File: config.mk
export PLATFORM = sky130hd
export DESIGN_NAME = tla_alarm_regs
export DESIGN_NICKNAME = d
export VERILOG_FILES = /design/src/logic/tla_pkg.sv /design/src/logic/tla_alarm_regs.sv /design/src/logic/tla_fault_queue.sv /design/src/logic/tla_rate_timer.sv
export SDC_FILE = /design/constraint.sdc
export NUM_CORES = 1
export LEC_CHECK = 0
export BUFFER_PORTS_ARGS = -buffer_cell sky130_fd_sc_hd__buf_2
export CORE_MARGIN = 3
export CORE_UTILIZATION = 49
export DETAILED_ROUTE_END_ITERATION = 7
export PLACE_DENSITY = 0.78
export SKIP_LAST_GASP = 1
export SYNTH_ARGS = -nofsm -noshare
export SYNTH_HDL_FRONTEND = slang
export SYNTH_HIERARCHICAL = 1
export SYNTH_SLANG_ARGS = --single-unit
File: constraint.sdc
create_clock -name mclk_in -period 8.5 [get_ports mclk_in]
set_input_delay 2.125 -clock mclk_in [delete_from_list [all_inputs] [get_ports mclk_in]]
set_output_delay 2.125 -clock mclk_in [all_outputs]
set_load 0.01 [all_outputs]
File: src/logic/tla_pkg.sv
// Constants of the temperature limit alarm register block.
// Assumes a 100 MHz core clock and a command-byte register port.
package tla_pkg;
  localparam logic [7:0] RD_STATUS = 8'h02;
  localparam logic [7:0] RD_CONFIG = 8'h03;
  localparam logic [7:0] WR_CONFIG = 8'h09;
  localparam logic [7:0] RD_RATE = 8'h04;
  localparam logic [7:0] WR_RATE = 8'h0A;
  localparam logic [7:0] RD_LOC_HI = 8'h05;
  localparam logic [7:0] WR_LOC_HI = 8'h0B;
  localparam logic [7:0] RD_LOC_LO = 8'h06;
  localparam logic [7:0] WR_LOC_LO = 8'h0C;
  localparam logic [7:0] RD_REM_HI_H = 8'h07;
  localparam logic [7:0] WR_REM_HI_H = 8'h0D;
  localparam logic [7:0] RD_REM_LO_H = 8'h08;
  localparam logic [7:0] WR_REM_LO_H = 8'h0E;
  localparam logic [7:0] RW_OFS_H = 8'h11;
  localparam logic [7:0] RW_OFS_L = 8'h12;
  localparam logic [7:0] RW_REM_HI_L = 8'h13;
  localparam logic [7:0] RW_REM_LO_L = 8'h14;
  localparam logic [7:0] RW_REM_CRIT = 8'h19;
  localparam logic [7:0] RW_LOC_CRIT = 8'h20;
  localparam logic [7:0] RW_HYST = 8'h21;
  localparam logic [7:0] RST_RATE = 8'h08;
  localparam logic [7:0] RST_UPPER = 8'h46;
  localparam logic [7:0] RST_ZERO = 8'h00;
  localparam logic [7:0] RST_CRIT = 8'h55;
  localparam logic [7:0] RST_HYST = 8'h0A;
  localparam logic [7:0] CFG_MASK = 8'hD5;
  localparam logic [7:0] FRAC_MASK = 8'hE0;
  localparam logic [7:0] HYST_MASK = 8'h1F;
  localparam logic [3:0] RATE_MAX = 4'h9;
  localparam int CFG_FAULTQ = 0;
  localparam int CFG_LOCAL_CRITICAL_FLAG_MASK = 2;
  localparam int CFG_REMOTE_CRITICAL_FLAG_MASK = 4;
  localparam int ST_BUSY = 7;
  localparam int ST_LOCAL_OVER_LIMIT_FLAG = 6;
  localparam int ST_LOCAL_UNDER_LIMIT_FLAG = 5;
  localparam int ST_REMOTE_OVER_LIMIT_FLAG = 4;
  localparam int ST_REMOTE_UNDER_LIMIT_FLAG = 3;
  localparam int ST_OPEN = 2;
  localparam int ST_REMOTE_CRITICAL_FLAG = 1;
  localparam int ST_LOCAL_CRITICAL_FLAG = 0;
  localparam logic [7:0] ALERT_BITS = 8'h7B;
  localparam logic [1:0] QUEUE_DEPTH = 2'h3;
  localparam int CLK_HZ = 100000000;
  localparam int FAST_HZ = 32;
  localparam int FAST_CYCLES = CLK_HZ / FAST_HZ;
endpackage

File: src/logic/tla_alarm_regs.sv
// Register set and limit comparators of a local/remote temperature sensor.
// Assumes a serial engine issues command-byte reads and writes on the core clock.
`timescale 1ns/10ps
//////////////////////////////////////////////////////////////////////////////
module tla_alarm_regs #(
  parameter int BASE_CYCLES = tla_pkg::FAST_CYCLES
) (
  input wire logic mclk_in, // Core clock, 100 MHz
  input wire logic rstn_in, // Async reset, low
  input wire logic wr_en_in, // Register write strobe
  input wire logic rd_en_in, // Register read strobe
  input wire logic [7:0] cmd_in, // Command byte
  input wire logic [7:0] wdata_in, // Write data
  input wire logic conv_done_in, // Conversion result valid
  input wire logic [10:0] local_temp_in, // Local reading, 0.125 C
  input wire logic [10:0] remote_raw_in, // Raw remote reading, 0.125 C
  input wire logic diode_open_in, // Remote diode disconnected
  input wire logic conv_busy_in, // Converter busy
  output logic [7:0] rdata_out, // Read data
  output logic rvalid_out, // Read data valid pulse
  output logic conv_start_out, // Start conversion pulse
  output logic [10:0] remote_temp_out, // Offset-corrected remote reading
  output logic alert_req_out, // Alert interrupt request
  output logic overheat_output_out // Critical output, high active
);
  // Register file, alarm state and synchronisers in one record
  typedef struct packed {
    logic [7:0] cfg;
    logic [7:0] status;
    logic [3:0] rate;
    logic [7:0] loc_hi;
    logic [7:0] loc_lo;
    logic [7:0] rem_hi_h;
    logic [7:0] rem_hi_l;
    logic [7:0] rem_lo_h;
    logic [7:0] rem_lo_l;
    logic [7:0] ofs_h;
    logic [7:0] ofs_l;
    logic [7:0] rem_crit;
    logic [7:0] loc_crit;
    logic [4:0] hyst;
    logic local_critical_flag_act;
    logic remote_critical_flag_act;
    logic [10:0] rem_temp;
    logic [7:0] rdata;
    logic rvalid;
    logic alert;
    logic overheat;
    logic [1:0] busy_sync;
    logic [1:0] open_sync;
  } tla_regs_s;
  tla_regs_s st_ff, nxt_st;

  // The interval timer needs a base of at least two cycles
  if (BASE_CYCLES < 2) begin : g_bad_base
    $error("BASE_CYCLES too small");
  end

  //////////////////////////////////////////////////////////////////////////////
  // Interval timer and remote qualifiers
  logic tick;
  logic signed [11:0] rem_sum;
  logic signed [10:0] rem_corr;
  logic signed [10:0] loc_t;
  logic signed [10:0] rem_hi_lim;
  logic signed [10:0] rem_lo_lim;
  logic signed [10:0] rem_crit_lim;
  logic signed [10:0] loc_hi_lim;
  logic signed [10:0] loc_lo_lim;
  logic signed [10:0] loc_crit_lim;
  logic signed [10:0] loc_rel_lim;
  logic signed [10:0] rem_rel_lim;
  logic rem_hi_hit;
  logic rem_lo_hit;
  logic rem_crit_hit;
  logic loc_hi_hit;
  logic loc_lo_hit;
  logic loc_crit_hit;

  // One start pulse per conversion interval
  tla_rate_timer #(.BASE_CYCLES(BASE_CYCLES)) u_timer (
    .mclk_in(mclk_in),
    .rstn_in(rstn_in),
    .rate_in(st_ff.rate),
    .tick_out(tick)
  );

  //////////////////////////////////////////////////////////////////////////////
  // Helpers
  // Whole-degree byte widened to 0.125 degree steps
  function automatic logic signed [10:0] deg_to_fix(input logic [7:0] b);
    deg_to_fix = {b, 3'b000};
  endfunction

  // Clamp to the 11-bit reading range; a wrapped value would flip an alarm
  function automatic logic signed [10:0] sat11(input logic signed [11:0] v);
    if (v > 12'sh3FF) begin
      sat11 = 11'sh3FF;
    end else if (v < -12'sh400) begin
      sat11 = 11'sh400;
    end else begin
      sat11 = v[10:0];
    end
  endfunction

  // Release point saturates so a very low critical limit cannot wrap positive
  function automatic logic signed [10:0] rel_limit(input logic [7:0] crit, input logic [4:0] hyst);
    logic signed [11:0] diff;
    diff = 12'(signed'({crit, 3'b000})) - 12'(signed'({4'h0, hyst, 3'b000}));
    rel_limit = sat11(diff);
  endfunction

  // Read multiplexer; unmapped and write-only commands read as zero
  function automatic logic [7:0] read_reg(input tla_regs_s s, input logic [7:0] cmd);
    unique case (cmd)
      tla_pkg::RD_STATUS: read_reg = {s.busy_sync[1], s.status[6:0]};
      tla_pkg::RD_CONFIG: read_reg = s.cfg & tla_pkg::CFG_MASK;
      tla_pkg::RD_RATE: read_reg = {4'h0, s.rate};
      tla_pkg::RD_LOC_HI: read_reg = s.loc_hi;
      tla_pkg::RD_REM_HI_H: read_reg = s.rem_hi_h;
      tla_pkg::RW_REM_HI_L: read_reg = s.rem_hi_l;
      tla_pkg::RD_LOC_LO: read_reg = s.loc_lo;
      tla_pkg::RD_REM_LO_H: read_reg = s.rem_lo_h;
      tla_pkg::RW_REM_LO_L: read_reg = s.rem_lo_l;
      tla_pkg::RW_OFS_H: read_reg = s.ofs_h;
      tla_pkg::RW_OFS_L: read_reg = s.ofs_l;
      tla_pkg::RW_REM_CRIT: read_reg = s.rem_crit;
      tla_pkg::RW_LOC_CRIT: read_reg = s.loc_crit;
      tla_pkg::RW_HYST: read_reg = {3'h0, s.hyst};
      default: read_reg = 8'h00;
    endcase
  endfunction

  always_comb begin
    rem_sum = 12'(signed'(remote_raw_in)) + 12'(signed'({st_ff.ofs_h, st_ff.ofs_l[7:5]}));
    rem_corr = sat11(rem_sum);
  end

  //////////////////////////////////////////////////////////////////////////////
  // Limits and comparisons
  always_comb begin
    loc_t = signed'(local_temp_in);
    loc_hi_lim = deg_to_fix(st_ff.loc_hi);
    loc_lo_lim = deg_to_fix(st_ff.loc_lo);
    loc_crit_lim = deg_to_fix(st_ff.loc_crit);
    rem_crit_lim = deg_to_fix(st_ff.rem_crit);
    rem_hi_lim = signed'({st_ff.rem_hi_h, st_ff.rem_hi_l[7:5]});
    rem_lo_lim = signed'({st_ff.rem_lo_h, st_ff.rem_lo_l[7:5]});
    loc_rel_lim = rel_limit(st_ff.loc_crit, st_ff.hyst);
    rem_rel_lim = rel_limit(st_ff.rem_crit, st_ff.hyst);
    loc_hi_hit = loc_t > loc_hi_lim;
    loc_lo_hit = loc_t < loc_lo_lim;
    loc_crit_hit = loc_t > loc_crit_lim;
  end

  // Only the remote channel passes through the fault queue
  tla_fault_queue u_q_hi (
    .mclk_in(mclk_in),
    .rstn_in(rstn_in),
    .sample_in(conv_done_in),
    .over_in(rem_corr > rem_hi_lim),
    .queue_in(st_ff.cfg[tla_pkg::CFG_FAULTQ]),
    .hit_out(rem_hi_hit)
  );
  tla_fault_queue u_q_lo (
    .mclk_in(mclk_in),
    .rstn_in(rstn_in),
    .sample_in(conv_done_in),
    .over_in(rem_corr < rem_lo_lim),
    .queue_in(st_ff.cfg[tla_pkg::CFG_FAULTQ]),
    .hit_out(rem_lo_hit)
  );
  tla_fault_queue u_q_crit (
    .mclk_in(mclk_in),
    .rstn_in(rstn_in),
    .sample_in(conv_done_in),
    .over_in(rem_corr > rem_crit_lim),
    .queue_in(st_ff.cfg[tla_pkg::CFG_FAULTQ]),
    .hit_out(rem_crit_hit)
  );

  //////////////////////////////////////////////////////////////////////////////
  // Register file and alarm state
  logic [7:0] set_bits;
  always_comb begin
    nxt_st = st_ff;
    nxt_st.rvalid = 1'b0;
    // Busy and open pins are asynchronous: two stages before any use
    nxt_st.busy_sync = {st_ff.busy_sync[0], conv_busy_in};
    nxt_st.open_sync = {st_ff.open_sync[0], diode_open_in};
    set_bits = 8'h00;
    if (conv_done_in) begin
      nxt_st.rem_temp = rem_corr;
      set_bits[tla_pkg::ST_LOCAL_OVER_LIMIT_FLAG] = loc_hi_hit;
      set_bits[tla_pkg::ST_LOCAL_UNDER_LIMIT_FLAG] = loc_lo_hit;
      set_bits[tla_pkg::ST_REMOTE_OVER_LIMIT_FLAG] = rem_hi_hit;
      set_bits[tla_pkg::ST_REMOTE_UNDER_LIMIT_FLAG] = rem_lo_hit;
      set_bits[tla_pkg::ST_REMOTE_CRITICAL_FLAG] = rem_crit_hit;
      set_bits[tla_pkg::ST_LOCAL_CRITICAL_FLAG] = loc_crit_hit;
      if (loc_crit_hit) begin
        nxt_st.local_critical_flag_act = 1'b1;
      end else if (loc_t < loc_rel_lim) begin
        nxt_st.local_critical_flag_act = 1'b0;
      end
      if (rem_crit_hit) begin
        nxt_st.remote_critical_flag_act = 1'b1;
      end else if (rem_corr < rem_rel_lim) begin
        nxt_st.remote_critical_flag_act = 1'b0;
      end
    end
    set_bits[tla_pkg::ST_OPEN] = st_ff.open_sync[1];
    if (rd_en_in) begin
      nxt_st.rvalid = 1'b1;
      nxt_st.rdata = read_reg(st_ff, cmd_in);
    end
    // Read clears latched alarms; a same-cycle event survives
    if (rd_en_in && cmd_in == tla_pkg::RD_STATUS) begin
      nxt_st.status = set_bits;
    end else begin
      nxt_st.status = st_ff.status | set_bits;
    end
    // Busy is shown live on read, so the latched copy stays clear
    nxt_st.status[tla_pkg::ST_BUSY] = 1'b0;
    // Writes to read-only addresses fall to the default and are dropped
    if (wr_en_in) begin
      unique case (cmd_in)
        tla_pkg::WR_CONFIG: nxt_st.cfg = wdata_in & tla_pkg::CFG_MASK;
        tla_pkg::WR_RATE: nxt_st.rate = wdata_in[3:0];
        tla_pkg::WR_LOC_HI: nxt_st.loc_hi = wdata_in;
        tla_pkg::WR_REM_HI_H: nxt_st.rem_hi_h = wdata_in;
        tla_pkg::RW_REM_HI_L: nxt_st.rem_hi_l = wdata_in & tla_pkg::FRAC_MASK;
        tla_pkg::WR_LOC_LO: nxt_st.loc_lo = wdata_in;
        tla_pkg::WR_REM_LO_H: nxt_st.rem_lo_h = wdata_in;
        tla_pkg::RW_REM_LO_L: nxt_st.rem_lo_l = wdata_in & tla_pkg::FRAC_MASK;
        tla_pkg::RW_OFS_H: nxt_st.ofs_h = wdata_in;
        tla_pkg::RW_OFS_L: nxt_st.ofs_l = wdata_in & tla_pkg::FRAC_MASK;
        tla_pkg::RW_REM_CRIT: nxt_st.rem_crit = wdata_in;
        tla_pkg::RW_LOC_CRIT: nxt_st.loc_crit = wdata_in;
        tla_pkg::RW_HYST: nxt_st.hyst = wdata_in[4:0] & tla_pkg::HYST_MASK[4:0];
        default: ;
      endcase
    end
    nxt_st.alert = |(nxt_st.status & tla_pkg::ALERT_BITS);
    // Critical status latches even when masked; the mask only gates the pin
    nxt_st.overheat = (nxt_st.local_critical_flag_act && !nxt_st.cfg[tla_pkg::CFG_LOCAL_CRITICAL_FLAG_MASK]) ||
      (nxt_st.remote_critical_flag_act && !nxt_st.cfg[tla_pkg::CFG_REMOTE_CRITICAL_FLAG_MASK]);
  end

  always_ff @(posedge mclk_in or negedge rstn_in) begin
    if (!rstn_in) begin
      // Status and config come up clear, limits at their defaults
      st_ff <= '0;
      st_ff.rate <= tla_pkg::RST_RATE[3:0];
      st_ff.loc_hi <= tla_pkg::RST_UPPER;
      st_ff.rem_hi_h <= tla_pkg::RST_UPPER;
      st_ff.rem_hi_l <= tla_pkg::RST_ZERO;
      st_ff.loc_lo <= tla_pkg::RST_ZERO;
      st_ff.rem_lo_h <= tla_pkg::RST_ZERO;
      st_ff.rem_lo_l <= tla_pkg::RST_ZERO;
      st_ff.ofs_h <= tla_pkg::RST_ZERO;
      st_ff.ofs_l <= tla_pkg::RST_ZERO;
      st_ff.rem_crit <= tla_pkg::RST_CRIT;
      st_ff.loc_crit <= tla_pkg::RST_CRIT;
      st_ff.hyst <= tla_pkg::RST_HYST[4:0];
    end else begin
      st_ff <= nxt_st;
    end
  end

  //////////////////////////////////////////////////////////////////////////////
  // Outputs
  // Each output except conv_start_out is a field of the registered state record; the start pulse comes from the timer
  always_comb begin
    rdata_out = st_ff.rdata;
    rvalid_out = st_ff.rvalid;
    conv_start_out = tick;
    remote_temp_out = st_ff.rem_temp;
    alert_req_out = st_ff.alert;
    overheat_output_out = st_ff.overheat;
  end
endmodule

File: src/logic/tla_fault_queue.sv
// Out-of-limit qualifier: one hit or three in a row.
// Assumes sample_in pulses once per finished measurement.
`timescale 1ns/10ps
module tla_fault_queue (
  input wire logic mclk_in, // Core clock
  input wire logic rstn_in, // Async reset, low
  input wire logic sample_in, // Measurement done
  input wire logic over_in, // Raw out-of-limit
  input wire logic queue_in, // Three-in-a-row mode
  output logic hit_out // Qualified condition
);
  typedef struct packed {
    logic [1:0] cnt;
  } tla_fq_s;
  tla_fq_s st_ff, nxt_st;
  always_comb begin
    nxt_st = st_ff;
    if (sample_in) begin
      if (!over_in) begin
        nxt_st.cnt = 2'h0;
      end else if (st_ff.cnt != tla_pkg::QUEUE_DEPTH) begin
        nxt_st.cnt = st_ff.cnt + 2'h1;
      end
    end
  end
  always_ff @(posedge mclk_in or negedge rstn_in) begin
    if (!rstn_in) begin
      st_ff <= '0;
    end else begin
      st_ff <= nxt_st;
    end
  end
  assign hit_out = sample_in && over_in &&
    (!queue_in || (st_ff.cnt >= tla_pkg::QUEUE_DEPTH - 2'h1));
endmodule

File: src/logic/tla_rate_timer.sv
// Conversion interval timer: one start pulse per interval.
// Assumes a single core clock; rate code comes from the register file.
`timescale 1ns/10ps
module tla_rate_timer #(
  parameter int BASE_CYCLES = tla_pkg::FAST_CYCLES
) (
  input wire logic mclk_in, // Core clock
  input wire logic rstn_in, // Async reset, low
  input wire logic [3:0] rate_in, // Rate code
  output logic tick_out // Conversion start pulse
);
  // A base below two cycles cannot give a one-cycle start pulse
  if (BASE_CYCLES < 2) begin : g_bad_base
    $error("BASE_CYCLES too small");
  end
  typedef struct packed {
    logic [31:0] base;
    logic [9:0] div;
    logic tick;
  } tla_tmr_s;
  tla_tmr_s st_ff, nxt_st;
  logic [9:0] span;
  always_comb begin
    // Code 9 is the fastest; each lower code doubles the interval
    span = 10'(10'h001 << (tla_pkg::RATE_MAX - ((rate_in > tla_pkg::RATE_MAX) ? tla_pkg::RATE_MAX : rate_in)));
    nxt_st = st_ff;
    nxt_st.tick = 1'b0;
    if (st_ff.base >= 32'(BASE_CYCLES - 1)) begin
      nxt_st.base = 32'h0;
      if (st_ff.div >= span - 10'h001) begin
        nxt_st.div = 10'h000;
        nxt_st.tick = 1'b1;
      end else begin
        nxt_st.div = st_ff.div + 10'h001;
      end
    end else begin
      nxt_st.base = st_ff.base + 32'h1;
    end
  end
  always_ff @(posedge mclk_in or negedge rstn_in) begin
    if (!rstn_in) begin
      st_ff <= '0;
    end else begin
      st_ff <= nxt_st;
    end
  end
  assign tick_out = st_ff.tick;
endmodule

-- After elaboration in Yosys (flattened, before gate mapping)
Cells that the tools add are included.
- flip-flop bits (word level): 163
- $add $sub $neg: 10
- magnitude comparators: 20
- eq/ne operators: 26
- shifts and indexed selects: 1
- multiplexer cells: 29
- bitwise logic cells: 1
- reduce and logical (&&, ||, !) cells: 33
- operators by type and width (kind ; count):
    $pmux 8 s14 ; 1
    $mux 11 ; 6
    $eq 8x4->1 const B ; 7
    $gt 11x11->1 ; 4
    $lt 11x11->1 ; 4
    $eq 8x5->1 const B ; 5
    $gt 12x11->1 const B ; 3
    $lt 12x11->1 const B ; 3
    $add 32x1->32 const B ; 1
    $eq 8x3->1 const B ; 4
    $ge 32x22->1 const B ; 1
    $mux 32 ; 1
    $reduce_and 2->1 ; 16
    $sub 11x9->12 ; 2
    $eq 8x2->1 const B ; 2
    $eq 8x6->1 const B ; 2
    $mux 2 ; 7
    $mux 13 ; 1
    $add 11x11->12 ; 1
    $ne 2x2->1 const B ; 6
    $add 10x1->10 const B ; 1
    $ge 10x10->1 ; 1
    $mux 10 ; 1
    $mux 5 ; 2
    14 further kinds ; 38

-- Longest topological paths before layout
Gate-level depths: netlist (run 1).
- depth after elaboration: 11
- mapped depth: 24

-- Hierarchy
Netlist (run 1), hierarchy kept.
- modules (own cells, without submodules) (module ; times used ; cells an instance ; area an instance (sq um) ; seq. area each (sq um)):
    tla_alarm_regs ; 1 ; 900 ; 8321.7 ; 2874.0
    tla_rate_timer ; 1 ; 258 ; 2449.8 ; 1076.0
    tla_fault_queue ; 3 ; 12 ; 125.1 ; 50.0

-- Worst setup path after synthesis (run 1)
No wires, ideal clock.
- path type: input to register
- from: input port remote_raw_in[0]
- to: register st_ff, in the netlist alert_req_out
- arrival time: 6.148 ns
- path slack: 2.213 ns
- stages on the path: 22
- cells stage by stage: ha_1 -> fa_1 -> a21oi_1 -> o211ai_1 -> o221ai_2 -> nor3_1 -> a21oi_4 -> buf_2 -> nand2_1 -> ha_1 -> nor2b_1 -> o21a_1 -> o21a_1 -> o21a_1 -> o21a_1 -> o21ai_0 -> a311oi_1 -> nand2_1 -> a21oi_1 -> a22o_1 -> nor3_1 -> or4b_1
- RTL lines (item ; line ; source):
    from (decl) ; tla_alarm_regs.sv:16 ; input wire logic [10:0] remote_raw_in,
    to (signal assigned) ; tla_alarm_regs.sv:266 ; st_ff <= nxt_st;
    to (decl) ; tla_alarm_regs.sv:52 ; tla_regs_s st_ff, nxt_st;

==> results of run 1 <==
final cells by class:
cell class	count	area [sq um]	area share [%]
Inverter	79	297	2.44
Antenna cell	1	2.50	0.0206
Tap cell	280	350	2.88
Timing Repair Buffer	69	357	2.94
Sequential cell	163	4100	33.8
Multi-Input combinational cell	898	6400	52.7
Clock inverter	15	219	1.80
Clock buffer	17	425	3.50
placed cells by master, fill, tap and decap left out, drive strengths merged, types with 12 or more instances in the layout:
cell	instances
dfrtp	146
ha	110
nand2	103
nor2	96
o21ai	91
inv	86
buf	69
a21oi	61
mux2	58
nand3	38
a22oi	28
xor2	21
nor3	20
nand4	18
clkbuf	17
dfstp	17
a21o	17
nor2b	15
nand2b	14
o21a	12
flip-flops by register name, indices dropped and copies added, names as in the netlist, 2 cells and up:
name and flops:
rem_crit_lim 8, loc_lo_lim 8, u_q_lo/st_ff 2, rdata_out 8
loc_hi_lim 8, rem_lo_lim 11, u_q_crit/st_ff 2, u_timer/st_ff 42
loc_crit_lim 8, nxt_st 2, remote_temp_out 11, rem_hi_lim 11
u_q_hi/st_ff 2, st_ff 35
routing by layer:
metal | up-vias | track usage (%)
li1 | 4372 | -
met1 | 4545 | 32.9
met2 | 403 | 41.0
met3 | 98 | 5.56
met4 | 2 | 9.84
met5 | - | 0
kinds of logic (layout without fill, tap and decap cells):
logic type	count (synthesis)	count (layout)
buffers and inverters	142	180
flip-flops	163	163
AO/OA/AOI/OAI	317	317
XOR/XNOR	32	32
AND/OR/NAND/NOR	364	364
adder cells (fa/ha/maj)	114	114
other	1	11
multiplexers	61	61
cell usage after synthesis, types with 15 or more instances:
cell type	count
nor2_1	92
clkbuf_1	25
xor2_1	21
nand2_1	103
a21oi_1	58
dfrtp_1	146
nor3_1	19
buf_4	19
dfstp_2	17
o21ai_0	87
a21o_1	16
a22oi_1	28
ha_1	110
mux2_2	58
inv_1	79
nand4_1	18
nand3_1	38
nor2b_1	15
power by group:
part / total, W / switching [W] / leakage, nW / internal, W
Combinational: 0.000554 / 0.000319 / 3.36 / 0.000235
Sequential: 0.000915 / 0.0000692 / 1.95 / 0.000846
Clock: 0.000812 / 0.000401 / 0.308 / 0.000410
Total: 0.00228 / 0.000789 / 5.62 / 0.00149
worst max-delay path by stage:
stage,endpoint,cells after the start
5_1_grt,overheat_output_out,22
6_report,alert_req_out,22
2_1_floorplan,alert_req_out,22
4_1_cts,alert_req_out,22
3_5_place_dp,alert_req_out,22
3_3_place_gp,overheat_output_out,21
stage by stage:
stage	hold slack (ps)	power (W)	util [%]	setup WS, ps
after floorplan	331	0.00131	-	2210
after global placement	332	0.00145	52.1	1610
after detailed placement	337	0.00147	52.1	1420
after CTS	363	0.00228	55.0	1780
after global routing	375	0.00241	55.0	1320
final	359	0.00228	55.0	1730
==> run metrics, run 1 <==
run status=finished clean; Post-Synth Simple-Gate Area=16.3%; Worst Setup SP=remote_raw_in[0]; num rows=54; worst r2r dst=alert_req_out; Crit Path Category=in -> reg; Nets=1,386; largest family of logic cells by synthesized area=compound AO/OA/AOI/OAI gates; Sink Count=163; critical path arrival=7080 ps; power per cell area=188 nW/um^2; Final HPWL DP=22.8 mm; final hold vios=0; Synth Cell Area=11,100 sq um; CP max FO=14; Yosys warnings=6; Worst Hold End=st_ff[3]; Final period util=79.6%; number of global-route vias before repair=9,059; Final GP Congestion=0.992; antenna violations before repair=2; Top Ports=68; WL met3=2.32 mm; Worst setup EP type=register; H-tree levels=4; slew margin rel.=25.3%; Fin Setup TNS=0 ps; critical path's largest stage delay=460 ps; Root Driver=clkbuf_16; placed cells=1,489; worst reg2reg path depth=21; CP max-delay cell=or4b_1; Core ar.=22,100 sq um; top post-synthesis cells by area=dfrtp_1 33%, ha_1 12%, mux2_2 5.9%, dfstp_2 4.0%, o21ai_0 3.9%; layout cells sized above 1=16.7%; post-layout minimum cycle time=6770 ps; Max Slew Vio Count=0; Finished Cell Area=12,100 sq um; Non-Filler Instances=1,522; Hold Path Stages=0; Synth Area in Compound Gates=19.1%; Clk pin slew, worst setup/hold paths=80 ps; reg-to-reg slack, setup=3040 ps; worst r2r src=st_ff[54]; Worst Path Buf+Inv=1; Post-Route WL=30.7 mm; DR vias=9,420; leakage=5.62 nW; cts hold-fix bufs=0; delay-heaviest family, CP=compound AO/OA/AOI/OAI gates; clock skew=14.4 ps; CP most frequent cell=o21a_1; Slew @ Worst Pin=1110 ps; Setup crit start kind=input pin; ys flop type=dfrtp_1; Post-CTS Repair Setup Buffers=0; met1 wire length=12.9 mm; total grt overflow=0; worst-case clock buffer depth=2; Die Ht=157 um; CTS tree=yes; Cell variety after synth=97; via/cell ratio=6.19; max layer used=met5; Hold Path Class=reg -> reg; Initial Util=50.5%; Layout area overhead=8.97%; Die ar.=24,600 sq um; drt wl/cell=20.2 um; unrepaired setup endpoints after global routing=false; mux contribution to synthesized area=6.13%; PortBufs=67; Filler cells=1,918; initial DRC count=778; Synth top area share=32.8%; met2 routed WL=14.2 mm; worst-path cell chain=buf_2, ha_1, fa_1, a21oi_1, o211ai_1, o221ai_2, nor3_1, a21oi_4, nand2_1, ha_1, nor2b_1, o21a_1, o21a_1, o21a_1, o21a_1, o21ai_0, a311oi_1, nand2_1, a21oi_1, a22o_1, nor3_1, or4b_1; Post-synth EDFFs=0; drt first pass iters=5; Setup-failing EPs final=0; first-pass GRT wire length=48.3 mm; max_cap viols=0; fmax=148 MHz; Seq/Total Area, Yosys=36.8%; Global Route Usage Sum=25.2%; xor and xnor area share after synthesis=2.51%; DRC viols=0; peak supply drop=138 uV; post-synthesis adder-cell area fraction=13.0%; HP Start=nxt_st[3]; Clock Latency Late Sink=440 ps; Die X=157 um; syn_area_per_cell=9.34 sq um; Placed Area=11,500 sq um; largest net degree at the start of global routing=86; Gate Count Post-Synth=1,194; antenna viol nets, final=0; TritonCTS buffer count=17; Yosys reg bits=163; CTS resizes=0; area leader, netlist=dfrtp_1; worst path required time=8810 ps; asr flop ratio synth=100%
No activity file was read; power rests on OpenSTA's default activity.
==> run 2: changes to the inputs <==
Settings changed: PLACE_DENSITY 0.78 to 0.81.
Clock period 8.5 ns to 5.95 ns, I/O delays scaled along.
==> run 2 against run 1 <==
Sequential power increased by 43%. Flip-flop and latch count unchanged. Via count is 1.6% higher. Sequential share of layout area fell by 0.18 points. Design area rose by 0.55%. Hold slack got worse by 7.2 ps. Largest cell class unchanged. Largest power group unchanged.
==> run metrics, run 2 (synthesized netlist as in run 1, its figures left out) <==
Finished Cell Area=12,200 sq um (+0.55%); Die Ht=157 um (unchanged); via/cell ratio=6.21 (+0.40%); critical path arrival=6020 ps (-1060 ps); Setup crit start kind=input pin; max reg flops=42 (unchanged); Initial Util=50.5% (unchanged); Combinational Power Share=25.7% (+1.4 points); Worst setup EP type=register; CTS tree=yes; CP max FO=6 (-8); H-tree levels=4 (unchanged); Crit Path Category=in -> reg; Sink Count=163 (unchanged); Final GP Congestion=1.00 (+0.79%); fmax=175 MHz; TritonCTS buffer count=17 (unchanged); commonest non-fill, non-tap cells in the layout=146 x dfrtp_1, 110 x ha_1, 103 x nand2_1; DR vias=9,570 (+1.6%); Top Ports=68 (unchanged); total grt overflow=0 (unchanged); Layout area overhead=9.56%; Flop pwr share=40.7% (+0.6 points); initial DRC count=917 (+18%); largest net degree at the start of global routing=86 (unchanged); final core utilization=55.3% (+0.30 points); Internal=0.00212 W (+42%); worst-case clock buffer depth=2 (unchanged); Clock Latency Late Sink=450 ps (about the same); run status=finished clean; drt wl/cell=20.6 um (+2.4%); switch share=34.1% (-0.56 points); Clk pwr share=33.5% (-2.1 points); Nets=1,405 (+1.4%); Setup-failing EPs final=0 (unchanged); Final period util=96.0%; worst path required time=6260 ps (-2550 ps); Placed Area=11,600 sq um (+1.0%); final hold vios=0 (unchanged); P_sw=0.00109 W (+39%); Final WS setup=237 ps (-1500 ps); drt first pass iters=6 (+1); peak supply drop=195 uV (+41%); Global Route Usage Sum=26.2% (+0.93 points); first-pass GRT wire length=50.2 mm (+4.0%); post-layout minimum cycle time=5710 ps; Fin Setup TNS=0 ps (unchanged); slew margin rel.=28.0% (+2.7 points); Slew @ Worst Pin=1080 ps (-34.5 ps); Clk pin slew, worst setup/hold paths=70 ps (about the same); num rows=54 (unchanged); leakage=5.68 nW (+1.1%); Die X=157 um (unchanged); Biggest register=u_timer/st_ff; Max Slew Vio Count=0 (unchanged); DRC viols=0 (unchanged); power per cell area=263 nW/um^2 (+40%); Place WS=-94.2 ps (-1510 ps); antenna violations before repair=0 (-2); layout cells sized above 1=17.9% (+1.2 points); Final HPWL DP=23.7 mm (+4.0%); Reg area=4100 sq um (unchanged); Top Registers=u_timer/st_ff: 42 flops, st_ff: 35 flops; Filler cells=1,913 (-0.26%); Root Driver=clkbuf_16; most common cell after layout, fill and taps aside=dfrtp_1; Hold Path Class=reg -> reg; antenna viol nets, final=0 (unchanged); Antenna diodes=0 (-1); Post-Route WL=31.8 mm (+3.6%); Core ar.=22,100 sq um (unchanged); number of global-route vias before repair=9,468 (+4.5%); PortBufs=67 (unchanged); Die ar.=24,600 sq um (unchanged); clock skew=16.0 ps (+1.62 ps); Hold Worst Slack=352 ps (-7.24 ps); Multi-input gate area=6400 sq um (+0.14%); max_cap viols=0 (unchanged)
==> run 2: path summary, 6_finish.rpt <==
check	from	end	slack (ps)	cells past startpoint
max in group asynchronous	rstn_in	nxt_st[1]	3690	2
min in group asynchronous	rstn_in	remote_temp_out[7]	1080	1
setup / recovery	remote_raw_in[0]	alert_req_out	240	19
hold reg to reg	nxt_st[3]	st_ff[3]	350	0
setup reg to reg	st_ff[54]	alert_req_out	920	18
hold / removal	nxt_st[3]	st_ff[3]	350	0
==> run 2: what timing repair did <==
action,4_1_cts,5_1_grt
buffers inserted,0,2
hold buffers,0,0
endpoints found under the setup margin,0,3
resized for setup,0,1
==> run 2: critical path, cell delays in order <==
cell       delay [ps]
buf_2             100
ha_1              220
fa_1              410
a21oi_1           200
o211ai_1          200
o221ai_2          240
and2_4            260
inv_1              90
o221ai_1          250
nand2_1           160
ha_1              330
nand4_1           110
a2111oi_0         620
a311oi_1          150
nand2_1           150
a21oi_1           130
a22o_1            270
nor3_1            170
or4b_1            470
==> run 2: per-stage QoR <==
step                      total power [W]  instances
after floorplan                   0.00187       1203
after global placement            0.00209       1505
after detailed placement          0.00213       1505
after CTS                         0.00320       1537
after global routing              0.00338       1540
final                             0.00321       1540
==> run 2: power by group through the flow <==
| stage | Sequential (W) | Combinational [W] | Clock, W |
|---|---|---|---|
| after floorplan | 0.00129 | 0.000585 | 0 |
| after global placement | 0.00132 | 0.000771 | 0 |
| after detailed placement | 0.00132 | 0.000805 | 0 |
| after CTS | 0.00130 | 0.000814 | 0.00109 |
| after global routing | 0.00132 | 0.000931 | 0.00113 |
| final | 0.00131 | 0.000828 | 0.00108 |
==> run 2: final cells by class <==
class,instances,share of cell area (%)
Multi-Input combinational cell,899,52.4
Sequential cell,163,33.6
Timing Repair Buffer,87,4.03
Clock buffer,18,3.51
Tap cell,280,2.87
Inverter,79,2.43
Clock inverter,14,1.15
==> run 2: metal layers <==
layer | routed length (um) | part of all wire (%) | up-vias | global-route usage, %
met2 | 15000 | 47 | 452 | 43.1
met5 | 0 | 0 | - | 0
li1 | - | - | 4427 | -
met4 | 1050 | 3.3 | 0 | 9.05
met1 | 13300 | 42 | 4607 | 34.3
met3 | 2490 | 7.8 | 84 | 5.50
==> run 3: changes to the inputs <==
Settings changed: CORE_UTILIZATION 49 to 50, PLACE_DENSITY 0.81 to 0.82.
Clock period 5.95 ns to 4.8 ns, I/O delays scaled along.
==> run 3 against run 2 <==
The run now ends with setup timing left. Routed wire length up 0.22%. Cell count up 3.9%. Critical path depth up 4. Design area up 6.0%. Largest cell class unchanged.
==> run metrics, run 3 (synthesized netlist as in run 1, its figures left out) <==
max reg flops=42 (unchanged); drt first pass iters=6 (unchanged); Nets=1,469 (+4.6%); placed cells=1,551 (+3.1%); Non-Filler Instances=1,600 (+3.9%); Final HPWL DP=23.7 mm (+0.14%); total grt overflow=0 (unchanged); first-pass GRT wire length=50.4 mm (+0.40%); critical path's largest stage delay=460 ps (-160 ps); Crit Path Category=in -> reg; antenna viol nets, final=0 (unchanged); Clk pwr share=31.6% (-1.9 points); Worst setup EP type=register; Top Registers=u_timer/st_ff: 42 flops, st_ff: 35 flops; Clk pin slew, worst setup/hold paths=60 ps (about the same); final hold vios=0 (unchanged); DRC viols=0 (unchanged); Top Ports=68 (unchanged); CTS tree=yes; max_cap viols=0 (unchanged); Final period util=105%; Setup-failing EPs final=6 (+6); Initial Util=51.9% (+1.4 points); worst path required time=5100 ps (-1160 ps); DR vias=9,835 (+2.8%); Post-Route WL=31.9 mm (+0.22%); Worst Path Buf+Inv=2 (unchanged); Critical Path End=alert_req_out; Internal=0.00275 W (+30%); failing checks=setup timing; WP depth=23 (+4); via/cell ratio=6.15 (-1.1%); Setup crit start kind=input pin; CP max FO=5 (-1); Combinational Power Share=28.7% (+3.0 points); cts hold-fix bufs=0 (unchanged); Fin Setup TNS=-1100 ps (-1100 ps); clock skew=13.3 ps (-2.73 ps); commonest non-fill, non-tap cells in the layout=146 x dfrtp_1, 99 x ha_1, 97 x nand2_1; fmax=198 MHz; Final WS setup=-261 ps (-498 ps); Global Route Usage Sum=26.2% (about the same); Biggest register=u_timer/st_ff; slew margin rel.=33.1% (+5.1 points); num rows=53 (-1.9%); worst r2r src=st_ff[54]; antenna violations before repair=1 (+1); Final GP Congestion=1.03 (+3.0%); CP most frequent cell=o21a_1; Die Ht=155 um (-0.97%); Slew @ Worst Pin=1000 ps (-76.6 ps); Die ar.=24,100 sq um (-1.9%); switch share=32.5% (-1.6 points); Place WS=-712 ps (-618 ps); TritonCTS buffer count=17 (unchanged); worst-path cell chain=buf_6, ha_4, fa_2, a21oi_2, o211ai_1, o221ai_2, and2_4, a21oi_4, buf_12, nand2_4, ha_4, nor2b_1, o21a_1, o21a_1, o21a_1, o21a_1, o21ai_2, a311oi_2, nand2_1, a21oi_2, a22o_1, nor3_2, or4b_1; Layout area overhead=16.1%; largest net degree at the start of global routing=88 (+2.3%); run status=complete, but fails checks; worst r2r dst=alert_req_out; critical path arrival=5360 ps (-660 ps); Flop pwr share=39.7% (-1.0 points); worst-case clock buffer depth=2 (unchanged); most common cell after layout, fill and taps aside=dfrtp_1; reg-to-reg slack, setup=90 ps (-830 ps); delay-heaviest family, CP=compound AO/OA/AOI/OAI gates; Die X=155 um (-0.97%); Hold Path Class=reg -> reg; Worst Setup SP=remote_raw_in[0]; Sink Count=163 (unchanged); leakage=6.00 nW (+5.6%); total design power=0.00407 W (+27%); post-layout minimum cycle time=5060 ps; PortBufs=67 (unchanged); layout cells sized above 1=24.3% (+6.5 points); Root Driver=clkbuf_16; unrepaired setup endpoints after global routing=true; initial DRC count=1,033 (+13%); H-tree levels=4 (unchanged); peak supply drop=275 uV (+41%); P_sw=0.00132 W (+21%); Max Slew Vio Count=0 (unchanged); power per cell area=315 nW/um^2 (+20%); drt wl/cell=19.9 um (-3.5%); Core ar.=21,500 sq um (-2.8%); CP max-delay cell=or4b_1; worst reg2reg path depth=22 (+4); Clock Latency Late Sink=440 ps (about the same); number of global-route vias before repair=9,643 (+1.8%)
==> run 3: cell types whose count changed in the layout (fill, tap and decap cells not counted), sizes merged <==
| cell | delta |
|---|---|
| clkinvlp | +2 |
| a21oi | -1 |
| buf | +65 |
| clkbuf | +5 |
| diode | +1 |
| inv | -5 |
| clkinv | -2 |
==> run 3: what timing repair did <==
action	CTS	global route
setup endpoints to repair	3	7
resized for setup	13	13
buffers inserted	14	2
pin swaps	15	17
==> run 3: cell type report <==
| class | instances | area [sq um] |
|---|---|---|
| clock inverter | 9 | 71.3 |
| inverter | 79 | 297 |
| multi-input combinational | 898 | 6650 |
| tap | 275 | 344 |
| clock buffer | 23 | 478 |
| antenna | 1 | 2.50 |
| fill | 1786 | 8550 |
| timing repair buffer | 152 | 1000 |
| sequential | 163 | 4100 |
==> run 3: metal layers <==
layer | part of all wire (%) | vias to the layer above | track usage (%)
met2 | 47 | 442 | 42.6
met4 | 4.3 | 0 | 11.0
met1 | 41 | 4731 | 33.5
li1 | - | 4562 | -
met3 | 8.0 | 100 | 6.34
met5 | 0 | - | 0
==> run 3: metrics by stage <==
| step | hold slack (ps) | cell area, sq um | utilization (%) |
|---|---|---|---|
| 3_5_place_dp | 356 | 12100 | 56.5 |
| 5_1_grt | 388 | 12900 | 60.2 |
| 2_1_floorplan | 331 | 11300 | - |
| 3_3_place_gp | 370 | 12100 | 56.5 |
| 6_report | 374 | 12900 | 60.2 |
| 4_1_cts | 375 | 12800 | 59.8 |
==> run 3: how the worst min path moves through the flow <==
| stage | slack, ps | cells after the start | endpoint | startpoint |
|---|---|---|---|---|
| floorplan | 330 | 0 | set_bits[2] | nxt_st[1] |
| finish | 370 | 0 | st_ff[3] | nxt_st[3] |
| global route | 390 | 0 | st_ff[3] | nxt_st[3] |
| global placement | 370 | 0 | set_bits[2] | nxt_st[1] |
| CTS | 380 | 0 | st_ff[3] | nxt_st[3] |
| detailed placement | 360 | 0 | st_ff[3] | nxt_st[3] |
==> run 3: worst reg2reg max path, stage by stage (launching register included) <==
cell      delay (ps)
dfrtp_1          460
ha_4             200
fa_2             350
a21oi_2          170
o211ai_1         160
o221ai_2         330
and2_4           280
a21oi_4           90
buf_12           150
nand2_4           60
ha_4             190
nor2b_1          120
o21a_1           170
o21a_1           170
o21a_1           170
o21a_1           170
o21ai_2          120
a311oi_2         140
nand2_1          130
a21oi_2           70
a22o_1           260
nor3_2           160
or4b_1           460
==> run 3: power groups by stage <==
stage	clock network (W)	registers, W	logic (W)
after floorplan	0	0.00160	0.000739
after global placement	0	0.00163	0.00104
after detailed placement	0	0.00164	0.00108
after CTS	0.00131	0.00161	0.00113
after global routing	0.00136	0.00163	0.00130
final	0.00129	0.00162	0.00117
